--- src/idsrc_map.svh ---
// Purpose: offsets, fields and reset values of the interrupt source
// Assumes: 32-bit configuration doublewords
// Notes: bit numbers count within one doubleword
`ifndef IDSRC_MAP_SVH
`define IDSRC_MAP_SVH
// -----------------------------------------------------------------
// capability header
// -----------------------------------------------------------------
`define IDSRC_CAP_ID 8'h08
`define IDSRC_CAP_TYPE 8'h80
`define IDSRC_IDX_LSB 16
`define IDSRC_IDX_MSB 23
// -----------------------------------------------------------------
// indexes
// -----------------------------------------------------------------
`define IDSRC_IDX_LAST 8'h01
`define IDSRC_IDX_BASE 8'h10
`define IDSRC_LAST_LSB 16
`define IDSRC_LAST_MSB 23
// -----------------------------------------------------------------
// definition register fields
// -----------------------------------------------------------------
`define IDSRC_LO_RST 32'hF800_0001
`define IDSRC_HI_RW 32'h00FF_FFFF
`define IDSRC_ZERO32 32'h0000_0000
`define IDSRC_B_MASK 0
`define IDSRC_B_POL 1
`define IDSRC_B_REQUEST_END_OF_INTERRUPT 5
`define IDSRC_B_PPW 30
`define IDSRC_B_EOI 31
`define IDSRC_INFO_LSB 2
`define IDSRC_HI_INFO_MSB 23
`endif

--- src/idsrc_pkg.sv ---
// Purpose: shared types of the interrupt definition source
// Assumes: nothing beyond the map header
// Notes: info field type spans the message payload bits 55:2
package idsrc_pkg;
    typedef enum logic [1:0] {
        TX_IDLE = 2'h0,
        TX_HOLD = 2'h1,
        TX_SEND = 2'h3
    } idsrc_tx_type;
    typedef enum logic [1:0] {
        ORD_BOTH = 2'h0,
        ORD_STRICT = 2'h1,
        ORD_RELAX = 2'h2
    } idsrc_ord_type;
    typedef logic [55:2] idsrc_info_type;
endpackage

--- src/idsrc_evt_if.sv ---
// Purpose: carrier between register file, trigger and sender
// Assumes: one clock
// Notes: vectors are indexed by interrupt number
`timescale 1ns/100ps
`default_nettype none
interface idsrc_evt_if #(parameter int NUM_INT = 4);
    import idsrc_pkg::*;
    logic [NUM_INT-1:0] src_lvl;
    logic [NUM_INT-1:0] pol;
    logic [NUM_INT-1:0] mask;
    logic [NUM_INT-1:0] hold;
    logic [NUM_INT-1:0] want;
    logic [NUM_INT-1:0] sent;
    logic [7:0] sel_idx;
    idsrc_info_type sel_info;
    logic sel_ppw;
    modport trig (input src_lvl, pol, mask, hold, sent, output want);
    modport tx (input want, sel_info, sel_ppw, output sel_idx, sent);
    modport top (output src_lvl, pol, mask, hold, sel_info, sel_ppw,
                 input want, sel_idx, sent);
endinterface
`default_nettype wire

--- src/idsrc_trig.sv ---
// Purpose: per-source trigger qualification
// Assumes: source inputs synchronous to core_clk
// Notes: one message per assertion; a new one needs the level to drop
`timescale 1ns/100ps
`default_nettype none
module idsrc_trig
    import idsrc_pkg::*;
#(
    parameter int NUM_INT = 4
) (
    input wire logic core_clk,
    input wire logic srst,
    idsrc_evt_if.trig evt
);
    genvar g;
    generate
        for (g = 0; g < NUM_INT; g++) begin : g_src
            logic act;
            logic fired_ff;
            assign act = evt.src_lvl[g] ^ evt.pol[g];
            // sent wins so a source that drops at once is not re-fired
            always_ff @(posedge core_clk) begin
                if (srst) begin
                    fired_ff <= 1'h0;
                end else if (evt.sent[g]) begin
                    fired_ff <= 1'h1;
                end else if (!act) begin
                    fired_ff <= 1'h0;
                end
            end
            // masked or waiting sources raise no request
            assign evt.want[g] = act & ~evt.mask[g] & ~evt.hold[g] & ~fired_ff;
        end
    endgenerate
endmodule
`default_nettype wire

--- src/idsrc_msg_tx.sv ---
// Purpose: picks one wanting source and sends its message upstream
// Assumes: posted_busy is high while older posted writes are queued
// Notes: lowest interrupt number wins; payload is frozen at pick time
`timescale 1ns/100ps
`default_nettype none
module idsrc_msg_tx
    import idsrc_pkg::*;
#(
    parameter int NUM_INT = 4
) (
    input wire logic core_clk,
    input wire logic srst,
    idsrc_evt_if.tx evt,
    input wire logic posted_busy,
    output logic msg_valid,
    input wire logic msg_ready,
    output idsrc_info_type msg_info,
    output logic msg_pass_pw,
    output logic [7:0] msg_src
);
    idsrc_tx_type state_ff;
    idsrc_tx_type nxt_state;
    logic any_want;
    logic [7:0] pick;

    always_comb begin
        any_want = 1'h0;
        pick = 8'h00;
        for (int i = NUM_INT - 1; i >= 0; i--) begin
            if (evt.want[i]) begin
                any_want = 1'h1;
                pick = 8'(i);
            end
        end
    end
    assign evt.sel_idx = pick;

    always_comb begin
        nxt_state = state_ff;
        unique case (state_ff)
            TX_IDLE: if (any_want) nxt_state = evt.sel_ppw ? TX_SEND : TX_HOLD;
            TX_HOLD: if (!posted_busy) nxt_state = TX_SEND;
            TX_SEND: if (msg_ready) nxt_state = TX_IDLE;
            default: nxt_state = TX_IDLE;
        endcase
    end

    always_ff @(posedge core_clk) begin
        if (srst) begin
            state_ff <= TX_IDLE;
        end else begin
            state_ff <= nxt_state;
        end
    end

    always_ff @(posedge core_clk) begin
        if (srst) begin
            msg_info <= '0;
            msg_pass_pw <= 1'h0;
            msg_src <= 8'h00;
        end else if (state_ff == TX_IDLE && any_want) begin
            msg_info <= evt.sel_info;
            msg_pass_pw <= evt.sel_ppw;
            msg_src <= pick;
        end
    end

    assign msg_valid = (state_ff == TX_SEND);

    genvar g;
    generate
        for (g = 0; g < NUM_INT; g++) begin : g_sent
            assign evt.sent[g] = msg_valid & msg_ready & (msg_src == 8'(g));
        end
    endgenerate
endmodule
`default_nettype wire

--- src/idsrc_top.sv ---
// Purpose: interrupt definition registers and upstream message source
// Assumes: config reads and writes never in the same cycle
// Notes: registers reached through an index and a dataport doubleword
`timescale 1ns/100ps
`default_nettype none
`include "idsrc_map.svh"

// What this block does
// - each interrupt owns two indexes from 10h
// - even index low word, odd index high
// - warm reset restores every field default
// - eoi_pending set on a send that requests eoi (bit 5), cleared on eoi
// - no new request while eoi_pending stands
// - relax control one sends pass flag set
// - relax zero: flag clear, wait posted writes
// - single-behaviour device makes relax control read-only
// - info bits 31:24 reset to F8h
// - message type rides in info bits 4:2
// - polarity bit selects active-low external input
// - mask blocks messages and resets to one
// - index 01h reports highest interrupt number
module idsrc_top
    import idsrc_pkg::*;
#(
    parameter int NUM_INT = 4,
    parameter logic [NUM_INT-1:0] EXT_SRC = '1,
    parameter idsrc_ord_type ORD_MODE = ORD_BOTH,
    parameter logic [7:0] CAP_PTR = 8'h00
) (
    input wire logic core_clk,
    input wire logic srst,
    input wire logic cfg_rd,
    input wire logic cfg_wr,
    input wire logic cfg_dw_sel,
    input wire logic [31:0] cfg_wdata,
    output logic [31:0] cfg_rdata,
    output logic cfg_rvalid,
    input wire logic [NUM_INT-1:0] src_in,
    input wire logic posted_busy,
    output logic msg_valid,
    input wire logic msg_ready,
    output idsrc_info_type msg_info,
    output logic msg_pass_pw,
    output logic [7:0] msg_src,
    input wire logic eoi_valid,
    input wire logic [7:0] eoi_src
);

    // -------------------------------------------------------------
    // storage
    // -------------------------------------------------------------
    logic [7:0] index_ff;
    logic [31:0] def_lo_ff [NUM_INT];
    logic [`IDSRC_HI_INFO_MSB:0] def_hi_ff [NUM_INT];
    logic [NUM_INT-1:0] ppw_ff;
    logic [NUM_INT-1:0] eoi_ff;

    // -------------------------------------------------------------
    // index decode
    // -------------------------------------------------------------
    logic [8:0] idx_off;
    logic def_hit;
    logic [7:0] def_sel;
    logic def_odd;
    logic hdr_wr;
    logic port_wr;

    assign idx_off = {1'h0, index_ff} - {1'h0, `IDSRC_IDX_BASE};
    assign def_sel = idx_off[8:1];
    assign def_odd = index_ff[0];

    // an index below the base wraps idx_off high and misses
    assign def_hit = (index_ff >= `IDSRC_IDX_BASE) &&
                     (def_sel < 8'(NUM_INT));

    // byte lanes are not decoded: the port is a whole doubleword
    assign hdr_wr = cfg_wr & ~cfg_dw_sel;
    assign port_wr = cfg_wr & cfg_dw_sel & def_hit;

    // -------------------------------------------------------------
    // index register
    // -------------------------------------------------------------
    always_ff @(posedge core_clk) begin
        if (srst) begin
            index_ff <= 8'h00;
        end else if (hdr_wr) begin
            index_ff <= cfg_wdata[`IDSRC_IDX_MSB:`IDSRC_IDX_LSB];
        end
    end

    // -------------------------------------------------------------
    // carrier towards trigger and sender
    // -------------------------------------------------------------
    idsrc_evt_if #(.NUM_INT(NUM_INT)) evt ();

    assign evt.src_lvl = src_in;

    // -------------------------------------------------------------
    // per-interrupt definition registers
    // -------------------------------------------------------------
    genvar g;
    generate
        for (g = 0; g < NUM_INT; g++) begin : g_def
            logic wr_lo;
            logic wr_hi;
            logic [31:0] nxt_lo;
            logic eoi_set;
            logic eoi_clr;

            assign wr_lo = port_wr & (def_sel == 8'(g)) & ~def_odd;
            assign wr_hi = port_wr & (def_sel == 8'(g)) & def_odd;

            // polarity has no meaning for internal sources
            always_comb begin
                nxt_lo = cfg_wdata;
                if (!EXT_SRC[g]) begin
                    nxt_lo[`IDSRC_B_POL] = 1'h0;
                end
            end

            // mask set and info 31:24 at F8h out of reset
            always_ff @(posedge core_clk) begin
                if (srst) begin
                    def_lo_ff[g] <= `IDSRC_LO_RST;
                end else if (wr_lo) begin
                    def_lo_ff[g] <= nxt_lo;
                end
            end

            always_ff @(posedge core_clk) begin
                if (srst) begin
                    def_hi_ff[g] <= '0;
                end else if (wr_hi) begin
                    def_hi_ff[g] <= cfg_wdata[`IDSRC_HI_INFO_MSB:0];
                end
            end

            // fixed-ordering builds never let software move this bit
            always_ff @(posedge core_clk) begin
                if (srst) begin
                    ppw_ff[g] <= (ORD_MODE == ORD_RELAX);
                end else if (wr_hi && ORD_MODE == ORD_BOTH) begin
                    ppw_ff[g] <= cfg_wdata[`IDSRC_B_PPW];
                end
            end

            // hardware set beats a returning eoi or a software clear
            assign eoi_set = evt.sent[g] & def_lo_ff[g][`IDSRC_B_REQUEST_END_OF_INTERRUPT];
            assign eoi_clr = (eoi_valid && eoi_src == 8'(g)) ||
                             (wr_hi && cfg_wdata[`IDSRC_B_EOI]);

            always_ff @(posedge core_clk) begin
                if (srst) begin
                    eoi_ff[g] <= 1'h0;
                end else if (eoi_set) begin
                    eoi_ff[g] <= 1'h1;
                end else if (eoi_clr) begin
                    eoi_ff[g] <= 1'h0;
                end
            end

            assign evt.mask[g] = def_lo_ff[g][`IDSRC_B_MASK];
            assign evt.pol[g] = def_lo_ff[g][`IDSRC_B_POL];
            // only set while end-of-interrupt is requested
            assign evt.hold[g] = eoi_ff[g];
        end
    endgenerate

    // -------------------------------------------------------------
    // payload of the source the sender picks
    // -------------------------------------------------------------
    always_comb begin
        evt.sel_info = '0;
        evt.sel_ppw = 1'h0;
        for (int i = 0; i < NUM_INT; i++) begin
            if (evt.sel_idx == 8'(i)) begin
                evt.sel_info = {def_hi_ff[i],
                                def_lo_ff[i][31:`IDSRC_INFO_LSB]};
                evt.sel_ppw = ppw_ff[i];
            end
        end
    end

    // -------------------------------------------------------------
    // trigger and sender
    // -------------------------------------------------------------
    idsrc_trig #(
        .NUM_INT(NUM_INT)
    ) u_trig (
        .core_clk(core_clk),
        .srst(srst),
        .evt(evt)
    );

    idsrc_msg_tx #(
        .NUM_INT(NUM_INT)
    ) u_tx (
        .core_clk(core_clk),
        .srst(srst),
        .evt(evt),
        .posted_busy(posted_busy),
        .msg_valid(msg_valid),
        .msg_ready(msg_ready),
        .msg_info(msg_info),
        .msg_pass_pw(msg_pass_pw),
        .msg_src(msg_src)
    );

    // -------------------------------------------------------------
    // read path
    // -------------------------------------------------------------
    logic [31:0] hdr_word;
    logic [31:0] port_word;
    logic [7:0] last_int;

    assign last_int = 8'(NUM_INT - 1);
    assign hdr_word = {`IDSRC_CAP_TYPE, index_ff, CAP_PTR, `IDSRC_CAP_ID};

    always_comb begin
        port_word = `IDSRC_ZERO32;
        if (index_ff == `IDSRC_IDX_LAST) begin
            port_word[`IDSRC_LAST_MSB:`IDSRC_LAST_LSB] = last_int;
        end else if (def_hit) begin
            for (int i = 0; i < NUM_INT; i++) begin
                if (def_sel == 8'(i)) begin
                    if (def_odd) begin
                        port_word[`IDSRC_HI_INFO_MSB:0] = def_hi_ff[i];
                        port_word[`IDSRC_B_PPW] = ppw_ff[i];
                        port_word[`IDSRC_B_EOI] = eoi_ff[i];
                    end else begin
                        port_word = def_lo_ff[i];
                    end
                end
            end
        end
    end

    // reserved indexes fall through and read as zero
    always_ff @(posedge core_clk) begin
        if (srst) begin
            cfg_rdata <= `IDSRC_ZERO32;
        end else if (cfg_rd) begin
            cfg_rdata <= cfg_dw_sel ? port_word : hdr_word;
        end
    end

    always_ff @(posedge core_clk) begin
        if (srst) begin
            cfg_rvalid <= 1'h0;
        end else begin
            cfg_rvalid <= cfg_rd;
        end
    end

endmodule
`default_nettype wire

--- config.mk ---
export PLATFORM = sky130hd
export DESIGN_NAME = idsrc_top
export DESIGN_NICKNAME = d
export VERILOG_FILES = /design/src/idsrc_pkg.sv /design/src/idsrc_evt_if.sv /design/src/idsrc_trig.sv /design/src/idsrc_msg_tx.sv /design/src/idsrc_top.sv
export VERILOG_INCLUDE_DIRS = /design/src
export SDC_FILE = /design/constraint.sdc
export NUM_CORES = 1
export LEC_CHECK = 0
export BUFFER_PORTS_ARGS = -buffer_cell sky130_fd_sc_hd__buf_2
export CAP_MARGIN = 20
export CORE_MARGIN = 5
export CORE_UTILIZATION = 40
export DETAILED_ROUTE_END_ITERATION = 10
export SETUP_SLACK_MARGIN = 0.3
export SLEW_MARGIN = 20
export SYNTH_ARGS = -nofsm -noshare
export SYNTH_HDL_FRONTEND = slang
export SYNTH_SLANG_ARGS = --single-unit
--- constraint.sdc ---
create_clock -name core_clk -period 4.7 [get_ports core_clk]
set_clock_uncertainty 0.05 [all_clocks]
set_input_delay 0.235 -clock core_clk [delete_from_list [all_inputs] [get_ports core_clk]]
set_output_delay 0.235 -clock core_clk [all_outputs]
set_load 0.005 [all_outputs]
; ---- Word-level counts from Yosys, hierarchy flattened
; Memories as Yosys holds them, arrays and structs flattened.
; Index checks and enable logic that the tools add are counted.
[op_classes]
n_addsub = 1
magnitude_cmp = 2
n_eq_ne = 22
mux = 94
bitwise = 62
n_reduce_logical = 24
[op_table]
columns = cell, count
row1 = $mux W32, 12
row2 = $mux W54, 4
row3 = $mux W24, 8
row4 = $eq A8 B2 Y1 const B, 8
row5 = $mux W1, 50
row6 = $eq A8 B1 Y1 const B, 5
row7 = $and A1 B1 Y1, 36
row8 = $logic_not A8 Y1, 4
row9 = $mux W2, 12
row10 = $mux W6, 4
row11 = $mux W16, 1
row12 = $mux W8, 2
row13 = $not A1 Y1, 14
row14 = $ne A2 B2 Y1 const B, 6
row15 = $logic_and A1 B1 Y1, 10
row16 = $sub A8 B5 Y9 const B, 1
row17 = $ge A8 B5 Y1 const B, 1
row18 = $lt A8 B3 Y1 const B, 1
row19 = $or A1 B1 Y1, 8
row20 = $reduce_bool A2 Y1, 4
row21 = $pmux W2 S3, 1
row22 = $logic_or A1 B1 Y1, 4
row23 = $xor A1 B1 Y1, 4
row24 = $reduce_and A3 Y1, 1
row25 = 4 further kinds, 4
[word_totals]
register_bits = 118
mem_bits_rw = 224
inputBits = 52
out_inout_bits = 97
word_cells = 226
mem_count = 2
[mem_list]
columns = name, words, width, read_ports, rd_clocked_by_memory_dff, write_ports, line
row1 = def_lo_ff, 4, 32, 4, 0, 4, idsrc_top.sv:53  ; logic [31:0] def_lo_ff [NUM_INT];
row2 = def_hi_ff, 4, 24, 4, 0, 4, idsrc_top.sv:54  ; logic [`IDSRC_HI_INFO_MSB:0] def_hi_ff [NUM_INT];

; ---- Logic depth before layout (Yosys ltp)
; An unclocked memory read counts as a cell.
[logic_depth]
depth_word = 17
mapped_depth = 9
ltp_nobuf = 7

; ---- By module
; Synthesis repeated with hierarchy kept, for this count alone.
[unflattened]
cells_unflattened = 1372
hier_area_um2 = 16656.0
[modules_own_cells]
columns = module, n_inst, cells_per_inst, area_each_um2, seq_area_each_um2
row1 = idsrc_top, 1, 1051, 13849.5, 7707.4
row2 = idsrc_msg_tx, 1, 297, 2576.2, 1181.1
row3 = idsrc_trig, 1, 24, 230.2, 80.1

; ---- Worst setup path after synthesis
; No wires, ideal clock.
[synth_timing]
kind = flip-flop to flip-flop
startpoint = register index_ff[4]
endpoint = memory def_lo_ff[2][0], enable pin
setup_time_ns = 0.470
arrival_time_ns = 3.726
required_time_ns = 4.180
setup_slack_ns = 0.454
path_stages_with_launch = 7
path_buffers = 0
synth_period_minus_slack_ns = 4.246
cell_sequence = dfxtp_1 inv_1 ha_1 xor2_2 nor4_4 nand2_1 o31ai_1
[synth_lines]
columns = element, line
row1 = "start, declared", idsrc_top.sv:52  ; logic [7:0] index_ff;
row2 = "start signal, assigned", idsrc_top.sv:87  ; index_ff <= cfg_wdata[`IDSRC_IDX_MSB:`IDSRC_IDX_LSB];
row3 = "end, declared", idsrc_top.sv:53

==> impl_metrics.env <==
export IMPL_status="complete, no violations"
export IMPL_setup_viol=0
export IMPL_synth_compound_area_share=0.147
export IMPL_path_max_fanout=40
export IMPL_drc_errors=0
export IMPL_post_place_ws_ns=1.64
export IMPL_yosys_top_cells_area="edfxtp_1 40%, dfxtp_1 13%, and2_1 7.6%, mux2i_1 5.2%, o21ai_0 3.5%"
export IMPL_cpPeakStageDelay_ns=0.82
export IMPL_ys_seq_area_frac=0.537
export IMPL_wl_per_cell_um=25.9
export IMPL_rsz0062_at_grt="no"
export IMPL_drtIter0Drc=1452
export IMPL_worstMarginPinSlew_ns=1.08
export IMPL_dp_hpwl_um=33800
export IMPL_ys_ff_latch=336
export IMPL_slowest_stage="nor4_4"
export IMPL_gp_congestion=0.879
export IMPL_critical_path_cell_chain="xnor2_2, nor4_4, o311a_2, buf_4, a32o_1"
export IMPL_rr_endpoint="u_tx.msg_info[51]$_SDFFE_PP0P_"
export IMPL_synthMuxAreaShare=0.0724
export IMPL_syn_avg_cell_area_um2=10.7
export IMPL_holdCritStartpoint="cfg_wdata[28]"
export IMPL_worstRegToRegCells=5
export IMPL_grt_pass1_wl_um=84800
export IMPL_ys_warn_count=0
export IMPL_synth_xor_area_frac=0.00502
export IMPL_peakVddDrop_mv=0.206
export IMPL_powerDensity_nw_per_um2=339
export IMPL_cts_buffers=37
export IMPL_syn_to_final_growth_pct=12.5
export IMPL_hold_path_depth=2
export IMPL_grt_util_all_layers=0.238
export IMPL_clock_sinks=336
export IMPL_min_period_ns=3.12
export IMPL_synth_top_area_share=0.403
export IMPL_clockBufferDepth=3
export IMPL_required_ns=5.11
export IMPL_synth_ff_type="edfxtp_1"
export IMPL_hp_class="in2reg"
export IMPL_hold_viol_final=0
export IMPL_dr_pass1_iters=6
export IMPL_htreeDepth=2
export IMPL_worstPathArrival_ns=3.53
export IMPL_syn_instance_count=1567
export IMPL_die_h_um=214
export IMPL_via_per_inst=6.03
export IMPL_cts_clk_slew_worst_paths_ns=0.06
export IMPL_cts_resized=0
export IMPL_endpoint_kind="register"
export IMPL_synth_top_family_by_area="simple AND/OR/NAND/NOR gates"
export IMPL_timing_final_ws_setup_ns=1.58
export IMPL_wl_um=57100
export IMPL_worstSetupPathType="reg2reg"
export IMPL_multi_input_area_um2=7020
export IMPL_start_util=0.406
export IMPL_placed_cells=2136
export IMPL_slew_headroom=0.275
export IMPL_synth_top_area_cell="edfxtp_1"
export IMPL_reg2reg_from="def_lo_ff[1][1]$_SDFFCE_PN0P_"
export IMPL_leakagePower_nw=6.75
export IMPL_grt_pass1_vias=13300
export IMPL_port_buffers=142
export IMPL_grt_max_degree=83
export IMPL_cts_tree="built"
export IMPL_hold_buffers=4
export IMPL_maxSlewViolCount=0
export IMPL_fin_crit_sh=0.663
export IMPL_synth_simple_area_share=0.189
export IMPL_start_kind="register"
export IMPL_via_count=13300
export IMPL_final_cells=2206
export IMPL_coreArea_um2=41100
export IMPL_ys_types=71
export IMPL_max_freq_ghz=0.321
export IMPL_async_flop_share=0
export IMPL_min_to="def_lo_ff[2][28]$_SDFFCE_PN1P_"
export IMPL_antenna_found_initial=2
export IMPL_synth_edf_count=224
export IMPL_yosysMostFrequentCell="edfxtp_1"
export IMPL_cts_root_buf="clkbuf_16"
export IMPL_r2r_slack_ns=1.58
export IMPL_p_total_mw=6.36
export IMPL_synth_common_cells="224 x edfxtp_1, 203 x and2_1, 117 x o21ai_0"
export IMPL_grt_overflow_total=0
export IMPL_fin_nets=1700
export IMPL_pin_count=149
export IMPL_num_rows=74
export IMPL_synth_fa_ha_area_frac=0.000749
export IMPL_num_fill_cells=3876
export IMPL_regArea_um2=8970
export IMPL_drv_cap=0
export IMPL_clk_latency_ns=0.53
export IMPL_ant_nets=0
export IMPL_tns_ns=0
export IMPL_die_area_um2=45900
export IMPL_dieWidth_um=214
export IMPL_syn_area_um2=16700
export IMPL_drive_gt1_frac=0.172
export IMPL_post_cts_setup_buffers=0
## kinds of logic (layout without fill, tap and decap cells)
logic type / after synthesis / after routing
AND/OR/NAND/NOR: 576 / 576
buffers and inverters: 152 / 253
AO/OA/AOI/OAI: 380 / 380
other: 1 / 7
XOR/XNOR: 7 / 7
adder cells (fa/ha/maj): 1 / 1
multiplexers: 114 / 114
flip-flops: 336 / 336
## metal layers
metal  track usage  share of wire
met3        0.0416          0.088
met4        0.0855          0.031
met2         0.381           0.46
met1         0.327           0.42
met5             0        0.00035
## worst max-delay path, delay by kind of cell (launching register included)
family | cells | cell delay, ns
compound gates | 2 | 0.88
simple gates | 1 | 0.82
buf+inv | 1 | 0.65
flops | 1 | 0.42
xor+xnor | 1 | 0.20
## placed cells by master, fill, tap and decap left out, types with 4 or more instances in the layout
cell           count
mux2_2            24
mux2i_1           87
a311oi_1           4
a32o_1            55
conb_1             6
edfxtp_1         224
o221ai_1           6
or3_1             19
inv_1             13
nor2_1            89
a22o_1            22
buf_2            142
and2_1           202
buf_4             27
clkbuf_16         37
o21ai_1           66
dfxtp_1          111
nor2_4             6
o21ai_0          115
o2bb2ai_1          5
clkbuf_1          11
a21oi_1           39
nand3_1           11
clkinv_2           7
nand2_1           76
o22ai_1           42
dlygate4sd3_1      4
clkbuf_8           6
nand2b_1          15
nor3_1           116
nor4_4             4
nand4_1            6
## sequential cells by signal, indices dropped and copies added (netlist names)
name and cells:
def_lo_ff 128, def_hi_ff 96, u_tx.msg_info 54, cfg_rdata 32, index_ff 8, eoi_ff 4
ppw_ff 4, u_trig.g_src.fired_ff 4, u_tx.msg_src 2, u_tx.state_ff 2, cfg_rvalid 1, u_tx.msg_pass_pw 1
## layout make-up
type / count / share of cell area
diodes: 1 / 0.000133
clock buffers: 54 / 0.0559
clock inverters: 11 / 0.00313
inverters: 15 / 0.00300
multi-input cells: 1084 / 0.374
flip-flops and latches: 336 / 0.478
well taps: 532 / 0.0354
repair buffers: 173 / 0.0508
## through the flow
stage                util  instance area [µm²]  hold WS, ns
CTS                 0.457                18800       0.0203
global route        0.457                18800       0.0387
finish              0.457                18800       0.0281
detailed placement  0.429                17600        0.402
global placement    0.429                17600        0.399
floorplan               -                16700        0.324
## worst max path at each step
stage / slack [ns] / start / end / depth (start not counted)
6_report: 1.58 / def_lo_ff[1][1]$_SDFFCE_PN0P_ / u_tx.msg_info[51]$_SDFFE_PP0P_ / 5
5_1_grt: 1.50 / index_ff[4]$_SDFFE_PP0P_ / def_lo_ff[1][30]$_SDFFCE_PN1P_ / 8
4_1_cts: 1.59 / index_ff[0]$_SDFFE_PP0P_ / def_hi_ff[0][0]$_SDFFCE_PN0P_ / 6
3_5_place_dp: 1.64 / index_ff[0]$_SDFFE_PP0P_ / def_hi_ff[0][8]$_SDFFCE_PN0P_ / 6
3_3_place_gp: 1.70 / index_ff[0]$_SDFFE_PP0P_ / def_hi_ff[0][9]$_SDFFCE_PN0P_ / 6
2_1_floorplan: 0.45 / index_ff[4]$_SDFFE_PP0P_ / def_lo_ff[2][0]$_SDFFCE_PN1P_ / 6
## report_power, final
part	switching [mW]	total (mW)	internal, mW	leakage, nW
clock	1.18	2.73	1.55	0.547
combinational	0.242	0.359	0.117	3.07
sequential	0.0637	3.28	3.21	3.13
Note: power is estimated with default switching activity, not from simulation.
